==> src/sfd_pkg.sv <==
// Package of encodings, timing counts and class codes for the string/flag/system decoder
package sfd_pkg;

	// Prefix bytes
	localparam logic [7:0] REPEAT_WHILE_EQUAL_PREFIX   = 8'h00_F3;
	localparam logic [7:0] REPEAT_WHILE_UNEQUAL_PREFIX = 8'h00_F2;
	localparam logic [7:0] BUS_LOCK_PREFIX             = 8'h00_F0;

	// String opcodes with the width bit masked out (upper seven bits)
	localparam logic [6:0] STRING_COMPARE_OP = 7'h0_53;
	localparam logic [6:0] STRING_LOAD_OP    = 7'h0_56;
	localparam logic [6:0] STRING_MOVE_OP    = 7'h0_52;
	localparam logic [6:0] STRING_SCAN_OP    = 7'h0_57;
	localparam logic [6:0] STRING_STORE_OP   = 7'h0_55;

	// Flag and decimal opcodes; the two ASCII adjust opcodes take ASCII_ADJUST_BASE as a second byte
	localparam logic [7:0] CARRY_CLEAR_OP         = 8'h00_F8;
	localparam logic [7:0] CARRY_SET_OP           = 8'h00_F9;
	localparam logic [7:0] CARRY_COMPLEMENT_OP    = 8'h00_F5;
	localparam logic [7:0] DIRECTION_CLEAR_OP     = 8'h00_FC;
	localparam logic [7:0] DIRECTION_SET_OP       = 8'h00_FD;
	localparam logic [7:0] INT_ENABLE_CLEAR_OP    = 8'h00_FA;
	localparam logic [7:0] INT_ENABLE_SET_OP      = 8'h00_FB;
	localparam logic [7:0] FLAGS_TO_ACC_HIGH_OP   = 8'h00_9F;
	localparam logic [7:0] ACC_HIGH_TO_FLAGS_OP   = 8'h00_9E;
	localparam logic [7:0] DECIMAL_ADJUST_ADD_OP  = 8'h00_27;
	localparam logic [7:0] DECIMAL_ADJUST_SUB_OP  = 8'h00_2F;
	localparam logic [7:0] ASCII_ADJUST_MUL_OP    = 8'h00_D4;
	localparam logic [7:0] ASCII_ADJUST_DIV_OP    = 8'h00_D5;
	localparam logic [7:0] ASCII_ADJUST_BASE      = 8'h00_0A;

	// Two-byte escape and second bytes
	localparam logic [7:0] ESCAPE_BYTE                   = 8'h00_0F;
	localparam logic [7:0] MOVE_TO_CONTROL_OP            = 8'h00_22;
	localparam logic [7:0] TASK_SWITCHED_CLEAR_OP        = 8'h00_06;
	localparam logic [7:0] CACHE_INVALIDATE_OP           = 8'h00_08;
	localparam logic [7:0] CACHE_WRITEBACK_INVALIDATE_OP = 8'h00_09;
	localparam logic [7:0] TRANSLATION_GROUP_OP          = 8'h00_01;
	localparam logic [2:0] TRANSLATION_ENTRY_FIELD       = 3'h7;
	localparam logic [2:0] CONTROL_REGISTER_ZERO_FIELD   = 3'h0;
	localparam int         MODRM_REG_LSB                 = 3;
	localparam int         MODRM_MOD_LSB                 = 6;

	// Clock counts
	localparam logic [7:0] CYC_ZERO_COUNT     = 8'h00_05;
	localparam logic [7:0] CYC_STR_BASE       = 8'h00_07;
	localparam logic [7:0] CYC_CMP_PER        = 8'h00_07;
	localparam logic [7:0] CYC_LOAD_PER       = 8'h00_04;
	localparam logic [7:0] CYC_STORE_PER      = 8'h00_04;
	localparam logic [7:0] CYC_SCAN_PER       = 8'h00_05;
	localparam logic [7:0] CYC_MOVE_ONE       = 8'h00_0D;
	localparam logic [7:0] CYC_MOVE_BASE      = 8'h00_0C;
	localparam logic [7:0] CYC_MOVE_PER       = 8'h00_03;
	localparam logic [7:0] CYC_FLAG           = 8'h00_02;
	localparam logic [7:0] CYC_INT_FLAG       = 8'h00_05;
	localparam logic [7:0] CYC_FLAGS_TO_ACC   = 8'h00_03;
	localparam logic [7:0] CYC_ACC_TO_FLAGS   = 8'h00_02;
	localparam logic [7:0] CYC_ADJ_MUL        = 8'h00_0F;
	localparam logic [7:0] CYC_ADJ_DIV        = 8'h00_0E;
	localparam logic [7:0] CYC_DEC_ADJ        = 8'h00_02;
	localparam logic [7:0] CYC_CTRL_ZERO      = 8'h00_10;
	localparam logic [7:0] CYC_TASK_CLEAR     = 8'h00_07;
	localparam logic [7:0] CYC_MISS_PENALTY   = 8'h00_02;
	localparam logic [7:0] CYC_INVALIDATE     = 8'h00_04;
	localparam logic [7:0] CYC_WB_INVALIDATE  = 8'h00_05;
	localparam logic [7:0] CYC_TLB_HIT        = 8'h00_0C;
	localparam logic [7:0] CYC_TLB_MISS       = 8'h00_0B;
	localparam logic [7:0] CYC_LOCK           = 8'h00_01;

	// Operation class reported to the pipeline
	typedef enum logic [4:0] {
		SFD_OP_NONE       = 5'h00,
		SFD_OP_STR_CMP    = 5'h01,
		SFD_OP_STR_LOAD   = 5'h02,
		SFD_OP_STR_MOVE   = 5'h03,
		SFD_OP_STR_SCAN   = 5'h04,
		SFD_OP_STR_STORE  = 5'h05,
		SFD_OP_CARRY_CLR  = 5'h06,
		SFD_OP_CARRY_SET  = 5'h07,
		SFD_OP_CARRY_CMP  = 5'h08,
		SFD_OP_DIR_CLR    = 5'h09,
		SFD_OP_DIR_SET    = 5'h0A,
		SFD_OP_INT_CLR    = 5'h0B,
		SFD_OP_INT_SET    = 5'h0C,
		SFD_OP_FLAGS_ACC  = 5'h0D,
		SFD_OP_ACC_FLAGS  = 5'h0E,
		SFD_OP_ADJ_MUL    = 5'h0F,
		SFD_OP_ADJ_DIV    = 5'h10,
		SFD_OP_DEC_ADD    = 5'h11,
		SFD_OP_DEC_SUB    = 5'h12,
		SFD_OP_CTRL_ZERO  = 5'h13,
		SFD_OP_TASK_CLR   = 5'h14,
		SFD_OP_CACHE_INV  = 5'h15,
		SFD_OP_CACHE_WBI  = 5'h16,
		SFD_OP_TLB_INV    = 5'h17,
		SFD_OP_UNKNOWN    = 5'h1F
	} sfd_op_t;

	// Repeat condition kinds
	typedef enum logic [1:0] {
		SFD_REP_NONE    = 2'h0,
		SFD_REP_EQUAL   = 2'h1,
		SFD_REP_UNEQUAL = 2'h3
	} sfd_rep_t;

endpackage

==> src/sfd_string_seq.sv <==
// Iteration sequencer for count-repeated string operations
`timescale 1ns/10ps
module sfd_string_seq
	import sfd_pkg::*;
(
	input  wire logic        clk_sys,
	input  wire logic        reset_n,
	input  wire logic        clkEn,
	input  wire logic        start,
	input  wire logic [31:0] startCount,
	input  wire sfd_rep_t    repKind,
	input  wire logic        condOp,
	input  wire logic        iterDone,
	input  wire logic        iterEqual,
	output logic             iterActive_r,
	output logic [31:0]      count_r,
	output logic             finish_r
);

	// Counting state; one iteration handed to the pipeline at a time
	always_ff @(posedge clk_sys) begin
		if (!reset_n) begin
			iterActive_r <= 1'b0;
			count_r      <= '0;
			finish_r     <= 1'b0;
		end else if (clkEn) begin
			finish_r <= 1'b0;
			if (start && !iterActive_r) begin
				count_r <= startCount;
				// Zero count runs no iteration and touches no memory
				iterActive_r <= (startCount != '0);
				finish_r     <= (startCount == '0);
			end else if (iterActive_r && iterDone) begin
				count_r <= count_r - 32'h0000_0001;
				// Compare and scan stop early once the prefix condition fails
				if (count_r == 32'h0000_0001 ||
					(condOp && repKind == SFD_REP_EQUAL && !iterEqual) ||
					(condOp && repKind == SFD_REP_UNEQUAL && iterEqual)) begin
					iterActive_r <= 1'b0;
					finish_r     <= 1'b1;
				end
			end
		end
	end

endmodule

==> src/sfd_decoder.sv <==
// Decoder and clock-count generator for string, flag, decimal and system operations
`timescale 1ns/10ps
module sfd_decoder
	import sfd_pkg::*;
(
	input  wire logic        clk_sys,
	input  wire logic        reset_n,
	input  wire logic        clkEn,
	input  wire logic        byteValid,
	input  wire logic [7:0]  instrByte,
	input  wire logic        addrSize32,
	input  wire logic [31:0] countRegister32,
	input  wire logic        cacheMiss,
	input  wire logic        tlbEntryPresent,
	input  wire logic        iterDone,
	input  wire logic        iterEqual,
	output logic             byteReady_r,
	output logic             decodeValid_r,
	output sfd_op_t          opClass_r,
	output logic             opWide_r,
	output logic [15:0]      opCycles_r,
	output logic             lockRequest_r,
	output sfd_rep_t         repKind_r,
	output logic             iterRequest_r,
	output logic [31:0]      countOut_r,
	output logic             countWrite_r,
	output logic             stringDone_r
);

	// Decode walk; Gray codes along prefix, opcode, operand path
	typedef enum logic [2:0] {
		SFD_ST_FIRST  = 3'b000,
		SFD_ST_ESCAPE = 3'b001,
		SFD_ST_MODRM  = 3'b011,
		SFD_ST_ADJUST = 3'b010,
		SFD_ST_STRING = 3'b110
	} sfd_state_t;

	sfd_state_t  state_r;
	sfd_rep_t    pendRep_r;
	logic        pendLock_r;
	logic [7:0]  heldByte_r;
	logic        strCond_r;
	logic        seqStart;
	logic        seqActive;
	logic [31:0] seqCount;
	logic        seqFinish;
	logic [31:0] startCount;

	// Base plus per-iteration product, used by repeated forms except zero counts and a one-element move
	function automatic logic [15:0] iterCost(input logic [7:0] base, input logic [7:0] per,
		input logic [31:0] cnt);
		logic [39:0] prod;
		prod = {32'h0000_0000, per} * {8'h00, cnt};
		iterCost = (prod > 40'h00_0000_FFFF) ? 16'hFFFF :
			16'(prod[15:0] + {8'h00, base});
	endfunction

	// Zero-count check shared by all repeated forms
	function automatic logic isZero(input logic [31:0] cnt);
		isZero = (cnt == 32'h0000_0000);
	endfunction

	// Count register width follows address size
	assign startCount = addrSize32 ? countRegister32 : {16'h0000, countRegister32[15:0]};
	assign seqStart   = byteValid && byteReady_r && state_r == SFD_ST_FIRST &&
		pendRep_r != SFD_REP_NONE && instrByte[7:5] == 3'b101 &&
		(instrByte[7:1] == STRING_COMPARE_OP || instrByte[7:1] == STRING_LOAD_OP ||
		 instrByte[7:1] == STRING_MOVE_OP || instrByte[7:1] == STRING_SCAN_OP ||
		 instrByte[7:1] == STRING_STORE_OP);

	sfd_string_seq sfd_string_seq_inst (
		.clk_sys      (clk_sys),
		.reset_n      (reset_n),
		.clkEn        (clkEn),
		.start        (seqStart),
		.startCount   (startCount),
		.repKind      (repKind_r),
		.condOp       (strCond_r),
		.iterDone     (iterDone),
		.iterEqual    (iterEqual),
		.iterActive_r (seqActive),
		.count_r      (seqCount),
		.finish_r     (seqFinish)
	);

	// Condition latched at start; the opcode byte is gone afterwards
	always_ff @(posedge clk_sys) begin
		if (!reset_n) begin
			strCond_r <= 1'b0;
		end else if (clkEn && seqStart) begin
			strCond_r <= instrByte[7:1] == STRING_COMPARE_OP || instrByte[7:1] == STRING_SCAN_OP;
		end
	end

	// Fetch is stalled while a repeated string runs, so no byte is lost
	always_ff @(posedge clk_sys) begin
		if (!reset_n) begin
			byteReady_r <= 1'b0;
		end else if (clkEn) begin
			byteReady_r <= !(seqStart || (seqActive && !seqFinish));
		end
	end

	// Iteration handshake and count write-back toward the register file
	always_ff @(posedge clk_sys) begin
		if (!reset_n) begin
			iterRequest_r <= 1'b0;
			countOut_r    <= '0;
			countWrite_r  <= 1'b0;
			stringDone_r  <= 1'b0;
		end else if (clkEn) begin
			iterRequest_r <= seqActive && !(iterDone && seqCount == 32'h0000_0001);
			countOut_r    <= seqCount - 32'(iterDone);
			countWrite_r  <= seqActive && iterDone;
			stringDone_r  <= seqFinish;
		end
	end

	// Main decode: prefixes, opcodes and their clock counts
	always_ff @(posedge clk_sys) begin
		if (!reset_n) begin
			state_r       <= SFD_ST_FIRST;
			pendRep_r     <= SFD_REP_NONE;
			pendLock_r    <= 1'b0;
			heldByte_r    <= '0;
			decodeValid_r <= 1'b0;
			opClass_r     <= SFD_OP_NONE;
			opWide_r      <= 1'b0;
			opCycles_r    <= '0;
			lockRequest_r <= 1'b0;
			repKind_r     <= SFD_REP_NONE;
		end else if (clkEn) begin
			decodeValid_r <= 1'b0;
			if (byteValid && byteReady_r) begin
				unique case (state_r)
					SFD_ST_FIRST: begin
						if (instrByte == REPEAT_WHILE_EQUAL_PREFIX) begin
							pendRep_r <= SFD_REP_EQUAL;
						end else if (instrByte == REPEAT_WHILE_UNEQUAL_PREFIX) begin
							pendRep_r <= SFD_REP_UNEQUAL;
						end else if (instrByte == BUS_LOCK_PREFIX) begin
							// Prefix reported as its own 1-clock item
							pendLock_r    <= 1'b1;
							decodeValid_r <= 1'b1;
							opClass_r     <= SFD_OP_NONE;
							opCycles_r    <= {8'h00, CYC_LOCK};
							lockRequest_r <= 1'b1;
						end else if (instrByte == ESCAPE_BYTE) begin
							state_r <= SFD_ST_ESCAPE;
						end else if (instrByte == ASCII_ADJUST_MUL_OP ||
							instrByte == ASCII_ADJUST_DIV_OP) begin
							heldByte_r <= instrByte;
							state_r    <= SFD_ST_ADJUST;
						end else begin
							decodeValid_r <= 1'b1;
							opWide_r      <= instrByte[0];
							lockRequest_r <= pendLock_r;
							repKind_r     <= pendRep_r;
							pendRep_r     <= SFD_REP_NONE;
							pendLock_r    <= 1'b0;
							opCycles_r    <= {8'h00, CYC_FLAG};
							opClass_r     <= SFD_OP_UNKNOWN;
							if (seqStart) begin
								// Unrepeated string forms are left to another decoder
								if (isZero(startCount)) begin
									opCycles_r <= {8'h00, CYC_ZERO_COUNT};
								end else if (instrByte[7:1] == STRING_COMPARE_OP) begin
									opClass_r  <= SFD_OP_STR_CMP;
									opCycles_r <= iterCost(CYC_STR_BASE, CYC_CMP_PER, startCount);
								end else if (instrByte[7:1] == STRING_LOAD_OP) begin
									opCycles_r <= iterCost(CYC_STR_BASE, CYC_LOAD_PER, startCount);
								end else if (instrByte[7:1] == STRING_MOVE_OP) begin
									opCycles_r <= (startCount == 32'h0000_0001) ? {8'h00, CYC_MOVE_ONE} :
										iterCost(CYC_MOVE_BASE, CYC_MOVE_PER, startCount);
								end else if (instrByte[7:1] == STRING_SCAN_OP) begin
									opCycles_r <= iterCost(CYC_STR_BASE, CYC_SCAN_PER, startCount);
								end else begin
									opCycles_r <= iterCost(CYC_STR_BASE, CYC_STORE_PER, startCount);
								end
								unique case (instrByte[7:1])
									STRING_COMPARE_OP: opClass_r <= SFD_OP_STR_CMP;
									STRING_LOAD_OP:    opClass_r <= SFD_OP_STR_LOAD;
									STRING_MOVE_OP:    opClass_r <= SFD_OP_STR_MOVE;
									STRING_SCAN_OP:    opClass_r <= SFD_OP_STR_SCAN;
									default:           opClass_r <= SFD_OP_STR_STORE;
								endcase
							end else begin
								unique case (instrByte)
									CARRY_CLEAR_OP:      opClass_r <= SFD_OP_CARRY_CLR;
									CARRY_SET_OP:        opClass_r <= SFD_OP_CARRY_SET;
									CARRY_COMPLEMENT_OP: opClass_r <= SFD_OP_CARRY_CMP;
									DIRECTION_CLEAR_OP:  opClass_r <= SFD_OP_DIR_CLR;
									DIRECTION_SET_OP:    opClass_r <= SFD_OP_DIR_SET;
									INT_ENABLE_CLEAR_OP: begin
										opClass_r  <= SFD_OP_INT_CLR;
										opCycles_r <= {8'h00, CYC_INT_FLAG};
									end
									INT_ENABLE_SET_OP: begin
										opClass_r  <= SFD_OP_INT_SET;
										opCycles_r <= {8'h00, CYC_INT_FLAG};
									end
									FLAGS_TO_ACC_HIGH_OP: begin
										opClass_r  <= SFD_OP_FLAGS_ACC;
										opCycles_r <= {8'h00, CYC_FLAGS_TO_ACC};
									end
									ACC_HIGH_TO_FLAGS_OP: begin
										opClass_r  <= SFD_OP_ACC_FLAGS;
										opCycles_r <= {8'h00, CYC_ACC_TO_FLAGS};
									end
									DECIMAL_ADJUST_ADD_OP: begin
										opClass_r  <= SFD_OP_DEC_ADD;
										opCycles_r <= {8'h00, CYC_DEC_ADJ};
									end
									DECIMAL_ADJUST_SUB_OP: begin
										opClass_r  <= SFD_OP_DEC_SUB;
										opCycles_r <= {8'h00, CYC_DEC_ADJ};
									end
									default: opCycles_r <= '0;
								endcase
							end
						end
					end
					SFD_ST_ADJUST: begin
						// Only base ten second byte is recognised
						state_r       <= SFD_ST_FIRST;
						decodeValid_r <= 1'b1;
						lockRequest_r <= pendLock_r;
						repKind_r     <= pendRep_r;
						pendRep_r     <= SFD_REP_NONE;
						pendLock_r    <= 1'b0;
						if (instrByte != ASCII_ADJUST_BASE) begin
							opClass_r  <= SFD_OP_UNKNOWN;
							opCycles_r <= '0;
						end else if (heldByte_r == ASCII_ADJUST_MUL_OP) begin
							opClass_r  <= SFD_OP_ADJ_MUL;
							opCycles_r <= {8'h00, CYC_ADJ_MUL};
						end else begin
							opClass_r  <= SFD_OP_ADJ_DIV;
							opCycles_r <= {8'h00, CYC_ADJ_DIV};
						end
					end
					SFD_ST_ESCAPE: begin
						heldByte_r <= instrByte;
						if (instrByte == MOVE_TO_CONTROL_OP || instrByte == TRANSLATION_GROUP_OP) begin
							state_r <= SFD_ST_MODRM;
						end else begin
							state_r       <= SFD_ST_FIRST;
							decodeValid_r <= 1'b1;
							lockRequest_r <= pendLock_r;
							repKind_r     <= pendRep_r;
							pendRep_r     <= SFD_REP_NONE;
							pendLock_r    <= 1'b0;
							unique case (instrByte)
								TASK_SWITCHED_CLEAR_OP: begin
									opClass_r  <= SFD_OP_TASK_CLR;
									opCycles_r <= {8'h00, CYC_TASK_CLEAR} +
										(cacheMiss ? {8'h00, CYC_MISS_PENALTY} : 16'h0000);
								end
								CACHE_INVALIDATE_OP: begin
									opClass_r  <= SFD_OP_CACHE_INV;
									opCycles_r <= {8'h00, CYC_INVALIDATE};
								end
								CACHE_WRITEBACK_INVALIDATE_OP: begin
									opClass_r  <= SFD_OP_CACHE_WBI;
									opCycles_r <= {8'h00, CYC_WB_INVALIDATE};
								end
								default: begin
									opClass_r  <= SFD_OP_UNKNOWN;
									opCycles_r <= '0;
								end
							endcase
						end
					end
					SFD_ST_MODRM: begin
						state_r       <= SFD_ST_FIRST;
						decodeValid_r <= 1'b1;
						lockRequest_r <= pendLock_r;
						repKind_r     <= pendRep_r;
						pendRep_r     <= SFD_REP_NONE;
						pendLock_r    <= 1'b0;
						opClass_r     <= SFD_OP_UNKNOWN;
						opCycles_r    <= '0;
						if (heldByte_r == MOVE_TO_CONTROL_OP &&
							instrByte[MODRM_MOD_LSB +: 2] == 2'b11 &&
							instrByte[MODRM_REG_LSB +: 3] == CONTROL_REGISTER_ZERO_FIELD) begin
							opClass_r  <= SFD_OP_CTRL_ZERO;
							opCycles_r <= {8'h00, CYC_CTRL_ZERO} +
								(cacheMiss ? {8'h00, CYC_MISS_PENALTY} : 16'h0000);
						end else if (heldByte_r == TRANSLATION_GROUP_OP &&
							instrByte[MODRM_MOD_LSB +: 2] != 2'b11 &&
							instrByte[MODRM_REG_LSB +: 3] == TRANSLATION_ENTRY_FIELD) begin
							opClass_r  <= SFD_OP_TLB_INV;
							opCycles_r <= {8'h00, tlbEntryPresent ? CYC_TLB_HIT : CYC_TLB_MISS};
						end
					end
					default: state_r <= SFD_ST_FIRST;
				endcase
			end
		end
	end

endmodule

==> config.mk <==
export PLATFORM = sky130hd
export DESIGN_NAME = sfd_decoder
export DESIGN_NICKNAME = d
export VERILOG_FILES = /design/src/sfd_pkg.sv /design/src/sfd_string_seq.sv /design/src/sfd_decoder.sv
export SDC_FILE = /design/constraint.sdc
export NUM_CORES = 1
export LEC_CHECK = 0
export ABC_AREA = 1
export BUFFER_PORTS_ARGS = -buffer_cell sky130_fd_sc_hd__buf_2
export CORE_MARGIN = 2
export CORE_UTILIZATION = 25
export DETAILED_ROUTE_END_ITERATION = 12
export GPL_TIMING_DRIVEN = 0
export SYNTH_ARGS = -nofsm -noshare
export SYNTH_HDL_FRONTEND = slang
export SYNTH_SLANG_ARGS = --single-unit
==> constraint.sdc <==
create_clock -name clk_sys -period 4.4 [get_ports clk_sys]
set_input_delay 0.22 -clock clk_sys [delete_from_list [all_inputs] [get_ports clk_sys]]
set_output_delay 0.22 -clock clk_sys [all_outputs]
set_load 0.05 [all_outputs]
==> results.sh, run 1 <==
export IMPL_fmax_ghz=0.242
export IMPL_cp_end_kind="flop"
export IMPL_crit_type="in2reg"
export IMPL_ys_top_cells_by_count="806 x nand2_1, 503 x inv_1, 400 x nor2_1"
export IMPL_post_route_period_util_pct=94.1
export IMPL_wire_per_inst_um=15.9
export IMPL_syn_to_final_growth_pct=13.3
export IMPL_ys_ff_latch=110
export IMPL_ir_worst_vdd_mv=0.171
export IMPL_yosysTopAreaCell="nand2_1"
export IMPL_cts_buffers=9
export IMPL_maxCapViolCount=0
export IMPL_critPathBufInv=4
export IMPL_rsz0062_at_grt="false"
export IMPL_fillerInstances=7614
export IMPL_overflow=0
export IMPL_finalWirelength_um=63200
export IMPL_cts_clk_slew_worst_paths_ns=0.08
export IMPL_maxSlewViolCount=0
export IMPL_cp_top_family="simple AND/OR/NAND/NOR gates"
export IMPL_gp_congestion=1.00
export IMPL_cpPeakStageDelay_ns=0.61
export IMPL_fin_crit_ns=4.14
export IMPL_cts_num_sinks=110
export IMPL_final_hold_viol_count=0
export IMPL_yosys_top_cells_area="nand2_1 18%, dfxtp_1 13%, inv_1 11%, ha_1 11%, nor2_1 9.0%"
export IMPL_drtPass1Iterations=6
export IMPL_grt_use_total_pct=17.7
export IMPL_fp_dieW_um=263
export IMPL_first_iter_violations=1619
export IMPL_setup_viol=0
export IMPL_yosysTopAreaCellShare_pct=18.1
export IMPL_antenna_found_initial=6
export IMPL_via_count=19200
export IMPL_grt_pass1_vias=17700
export IMPL_cts_tree="done"
export IMPL_nNetsFinal=3339
export IMPL_register_area_um2=2200
export IMPL_skew_ns=0.00902
export IMPL_pre_cts_ws_ns=-0.616
export IMPL_clock_latency_ns=0.37
export IMPL_multi_input_area_um2=12400
export IMPL_synth_top_flop_cell="dfxtp_1"
export IMPL_via_per_inst=4.81
export IMPL_synth_cell_type_count=55
export IMPL_worstMarginPinSlew_ns=1.26
export IMPL_critical_path_slowest_cell="inv_1"
export IMPL_route_detailed_drc=0
export IMPL_rows=94
export IMPL_syn_area_per_cell_um2=5.63
export IMPL_die_h_um=263
export IMPL_synth_area_um2=16700
export IMPL_crit_fanout=19
export IMPL_synth_most_common_cell="nand2_1"
export IMPL_io_pins=111
export IMPL_portBuffers=110
export IMPL_hpwl_um=54100
export IMPL_synth_warnings=0
export IMPL_worst_ep_required_time_ns=4.63
export IMPL_timing_hold_ws_ns=0.174
export IMPL_htreeDepth=3
export IMPL_hp_class="in2reg"
export IMPL_ys_seq_area_share_pct=13.2
export IMPL_worst_slack_ns=0.261
export IMPL_antennaDiodeCount=0
export IMPL_status="completed"
export IMPL_cp_arrival_ns=4.37
export IMPL_p_per_area_nw_per_um2=209
export IMPL_cts_max_path_buffers=2
export IMPL_core_area_um2=66000
export IMPL_ant_nets=0
export IMPL_slew_headroom_pct=15.0
export IMPL_dieArea_um2=68900
export IMPL_synth_cells=2970
export IMPL_grt_pass1_wl_um=98200
export IMPL_initial_core_util_pct=25.3
export IMPL_path_cells="buf_2 -> buf_6 -> nand2_1 -> inv_1 -> fa_1 -> ha_1 -> a21o_1 -> nand3_1 -> nand2_1 -> nor2_1 -> nand3_1 -> nor2_1 -> nand3b_1 -> nor2_1 -> nand3_1 -> nor2_4 -> nand3_4 -> nor2_4 -> nand3_1 -> nand2_1 -> inv_1 -> nand2_1 -> a21oi_1"
export IMPL_synth_edf_count=0
export IMPL_final_setup_tns_ns=0
export IMPL_drive_gt1_share_pct=7.44
export IMPL_finalPower_uw=3950
export IMPL_grt_max_degree=21
export IMPL_p_leak_uw=0.0101
export IMPL_clock_root_buffer="clkbuf_16"
export IMPL_critPathLaunchType="input port"
export IMPL_async_reset_ff_share_pct=0
export IMPL_syn_num_nets=3196
-- stage by stage --
step | std cells | area [µm²] | utilization, %
final | 3982 | 18900 | 28.7
after floorplan | 2970 | 16700 | -
after global routing | 3982 | 18900 | 28.7
after global placement | 3944 | 18300 | 27.8
after detailed placement | 3944 | 18300 | 27.8
after CTS | 3963 | 18700 | 28.3
-- report_power, final --
| part | internal [µW] | total, µW | switching [µW] |
|---|---|---|---|
| Combinational | 642 | 2090 | 1440 |
| Clock | 401 | 825 | 423 |
| Sequential | 1020 | 1040 | 14.5 |
| Total | 2070 | 3950 | 1880 |
-- worst register-to-register path, cell delays in order, from the launching register on --
cell and delay, ns:
dfxtp_1 0.35, inv_1 0.11, ha_1 0.30, inv_1 0.18, a2111oi_2 0.65, nand2_2 0.30, nor2_4 0.24, inv_2 0.11
o21ai_4 0.30, buf_4 0.25, o21ai_0 0.11, a21oi_1 0.14
-- cell usage in the layout, fill, tap and decap left out, drive strengths merged, types with 7 or more instances in the layout --
cell	count
nor3	57
inv	505
o211ai	7
clkbuf	41
nand3b	12
fa	28
buf	147
a31oi	25
ha	149
xor2	83
o21bai	11
and2	8
nand2	815
a21oi	176
o21ai	175
nand4	61
nand3	204
or2	11
nor4	15
nor2	410
clkinvlp	9
xnor2	20
dfxtp	110
-- metal layers --
layer | up-vias | wire length [µm] | share of wire [%] | track usage (%)
met1 | 8714 | 30500 | 48 | 25.5
li1 | 9784 | - | - | -
met5 | - | 30 | 0.047 | 0
met2 | 571 | 27500 | 43 | 28.3
met3 | 77 | 3870 | 6.1 | 1.91
met4 | 4 | 1290 | 2.0 | 4.09
-- worst paths after layout --
kind / to / from / cells past startpoint / slack (ns)
worst max-delay path: opCycles_r[12] / addrSize32 / 23 / 0.26
worst min-delay path: heldByte_r[5] / instrByte[5] / 3 / 0.17
worst max register to register: sfd_string_seq_inst.count_r[4] / state_r[0] / 11 / 1.29
worst min register to register: opCycles_r[11] / opCycles_r[11] / 2 / 0.46
-- kinds of logic after synthesis --
group / after synthesis / synth area share, %
flops: 110 / 13.2
xor+xnor: 103 / 5.40
buf+inv: 560 / 12.8
simple gates: 1596 / 40.2
compound gates: 424 / 13.8
fa+ha+maj: 177 / 14.5
-- final cells by class --
class	instances	area share, %
multi-input combinational	2300	65.7
sequential	110	11.6
inverter	514	10.4
tap	864	5.71
timing repair buffer	133	3.96
clock buffer	10	1.21
buffer	45	1.11
clock inverter	6	0.330
-- flip-flops by register name, summed over array words and instances, names as in the netlist, 2 cells and up --
signal / count
countOut_r: 32
sfd_string_seq_inst.count_r: 32
opCycles_r: 16
heldByte_r: 8
opClass_r: 5
pendRep_r: 2
repKind_r: 2
state_r: 2
-- what timing repair did --
action / CTS / global route
endpoints found under the setup margin: 12 / 16
hold buffers: 0 / 0
gates resized for setup: 2 / 26
setup buffers: 3 / 20
pin swaps: 0 / 1
No activity file was read; power rests on OpenSTA's default activity.
==> run 2, diff against run 1 <==
--- a/config.mk
+++ b/config.mk
@@ -6,7 +6,7 @@
 export NUM_CORES = 1
 export LEC_CHECK = 0
 export ABC_AREA = 1
-export BUFFER_PORTS_ARGS = -buffer_cell sky130_fd_sc_hd__buf_2
+export BUFFER_PORTS_ARGS = -buffer_cell sky130_fd_sc_hd__buf_4
 export CORE_MARGIN = 2
 export CORE_UTILIZATION = 25
 export DETAILED_ROUTE_END_ITERATION = 12
==> run 2 against run 1 <==
Global-route usage is 0.12 points higher; setup slack worse by 0.036 ns; count of clock-buffer cells in the layout rose by 1; maximum frequency decreased by 0.87%; register-to-register slack about the same; critical path depth rose by 1; clock skew grew 0.0039 ns; non-clock buffer count grew 11; cell area increased by 2.0%.
==> results.sh, run 2 (synthesized netlist as in run 1, its figures left out) <==
export IMPL_status="completed"
export IMPL_nNetsFinal=3350
export IMPL_route_detailed_drc=0
export IMPL_hpwl_um=54600
export IMPL_p_leak_uw=0.0102
export IMPL_finalWirelength_um=64100
export IMPL_fin_crit_ns=4.18
export IMPL_grt_pass1_wl_um=98500
export IMPL_slew_headroom_pct=22.4
export IMPL_ant_nets=0
export IMPL_dieArea_um2=68900
export IMPL_critPathBufInv=7
export IMPL_critical_path_slowest_cell="fa_1"
export IMPL_pre_cts_ws_ns=-0.563
export IMPL_cts_num_sinks=110
export IMPL_p_per_area_nw_per_um2=211
export IMPL_grt_pass1_vias=17600
export IMPL_cts_tree="done"
export IMPL_grt_max_degree=19
export IMPL_clock_latency_ns=0.38
export IMPL_grt_use_total_pct=17.9
export IMPL_portBuffers=110
export IMPL_via_per_inst=4.83
export IMPL_skew_ns=0.0129
export IMPL_cts_max_path_buffers=2
export IMPL_rows=94
export IMPL_gp_congestion=0.973
export IMPL_cp_top_family="compound AO/OA/AOI/OAI gates"
export IMPL_critPathLaunchType="input port"
export IMPL_drive_gt1_share_pct=7.89
export IMPL_multi_input_area_um2=12400
export IMPL_path_cells="buf_4 -> buf_6 -> buf_4 -> nand2_1 -> clkinvlp_4 -> buf_4 -> fa_1 -> ha_1 -> a21oi_2 -> o21ai_0 -> a21oi_1 -> nand2_1 -> nor2_1 -> inv_1 -> a21oi_1 -> o21bai_1 -> a21oi_2 -> nand3_4 -> nor2_4 -> nand3_1 -> nand2_1 -> inv_1 -> nand2_1 -> a21oi_1"
export IMPL_clock_root_buffer="clkbuf_16"
export IMPL_crit_type="in2reg"
export IMPL_antennaDiodeCount=0
export IMPL_overflow=0
export IMPL_worst_ep_required_time_ns=4.62
export IMPL_setup_viol=0
export IMPL_cpPeakStageDelay_ns=0.45
export IMPL_core_area_um2=66000
export IMPL_cts_clk_slew_worst_paths_ns=0.07
export IMPL_post_route_period_util_pct=94.9
export IMPL_syn_to_final_growth_pct=15.6
export IMPL_die_h_um=263
export IMPL_maxSlewViolCount=0
export IMPL_final_common_cell="nand2_1"
export IMPL_final_area_um2=19300
export IMPL_maxCapViolCount=0
export IMPL_drtPass1Iterations=6
export IMPL_cp_arrival_ns=4.40
export IMPL_htreeDepth=3
export IMPL_cp_end_kind="flop"
export IMPL_final_hold_viol_count=0
export IMPL_fp_dieW_um=263
export IMPL_fillerInstances=7626
export IMPL_via_count=19300
export IMPL_fin_util_pct=29.3
export IMPL_fmax_ghz=0.240
export IMPL_io_pins=111
export IMPL_worstMarginPinSlew_ns=1.15
export IMPL_largestRegisters="countOut_r (32), sfd_string_seq_inst.count_r (32), opCycles_r (16)"
export IMPL_cts_buffers=9
export IMPL_first_iter_violations=1535
export IMPL_crit_fanout=10
export IMPL_dpl_cell_area_um2=18600
export IMPL_worst_slack_ns=0.225
export IMPL_crit_top_cell="nand2_1"
export IMPL_register_area_um2=2200
export IMPL_wire_per_inst_um=16.0
export IMPL_antenna_found_initial=2
export IMPL_ir_worst_vdd_mv=0.188
export IMPL_layout_common_cells="799 x nand2_1, 492 x inv_1, 398 x nor2_1"
export IMPL_hp_class="in2reg"
export IMPL_initial_core_util_pct=25.3
==> run 2: changes by cell type in the layout (fill, tap and decap cells not counted), sizes merged <==
cell      delta
bufinv       +1
buf         +12
clkinvlp     +3
inv          -5
==> run 2: final timing paths <==
check                                     to  cells after the start         start  slack, ns
max                           opCycles_r[12]                     24    addrSize32       0.22
min                            heldByte_r[5]                      3  instrByte[5]       0.16
max reg2reg  sfd_string_seq_inst.count_r[21]                     11    state_r[1]       1.29
min reg2reg                       pendLock_r                      2    pendLock_r       0.46
==> run 2: stage by stage <==
step                      setup TNS (ns)  total power, µW  cells  hold WS [ns]
after floorplan                        0             2520   2970         0.361
after global placement             -5.88             3120   3944         0.447
after detailed placement           -6.19             3120   3944         0.451
after CTS                              0             4020   3962         0.148
after global routing             -0.0638             4360   3993         0.181
final                                  0             4070   3993         0.158
==> run 2: layout make-up <==
cell class	instances	share of cell area, %
sequential	110	11.4
clock inverter	5	0.343
timing repair buffer	143	5.62
clock buffer	11	1.31
buffer	46	1.13
tap	864	5.60
multi-input combinational	2300	64.4
inverter	514	10.2
==> run 2: repair_timing <==
action                                  CTS  global route
hold buffers                              0             0
resized for setup                         4            29
endpoints found under the setup margin   10            16
hold endpoints to repair                  0             0
pin swaps                                 0             1
setup buffers                             2            31
==> run 2: per-layer routing <==
metal / vias to the layer above / wire, µm / global-route usage (%)
li1: 9802 / - / -
met1: 8861 / 30800 / 25.5
met2: 561 / 27900 / 28.2
met3: 67 / 4110 / 2.44
met4: 0 / 1290 / 4.41
met5: - / 0 / 0
==> run 2: report_power, final <==
part	leakage, µW	internal [µW]	switching (µW)
clock network	0.000154	480	420
logic	0.00919	678	1460
registers	0.000896	1020	16.0
==> run 2: worst register-to-register path: stages (launching register included) <==
cell and delay [ns]:
dfxtp_1 0.33, inv_1 0.12, ha_1 0.30, inv_1 0.18, a2111oi_2 0.64, nand2_2 0.30
nor2_4 0.23, inv_2 0.10, o21ai_4 0.32, buf_4 0.27, o21ai_0 0.11, a21oi_1 0.16
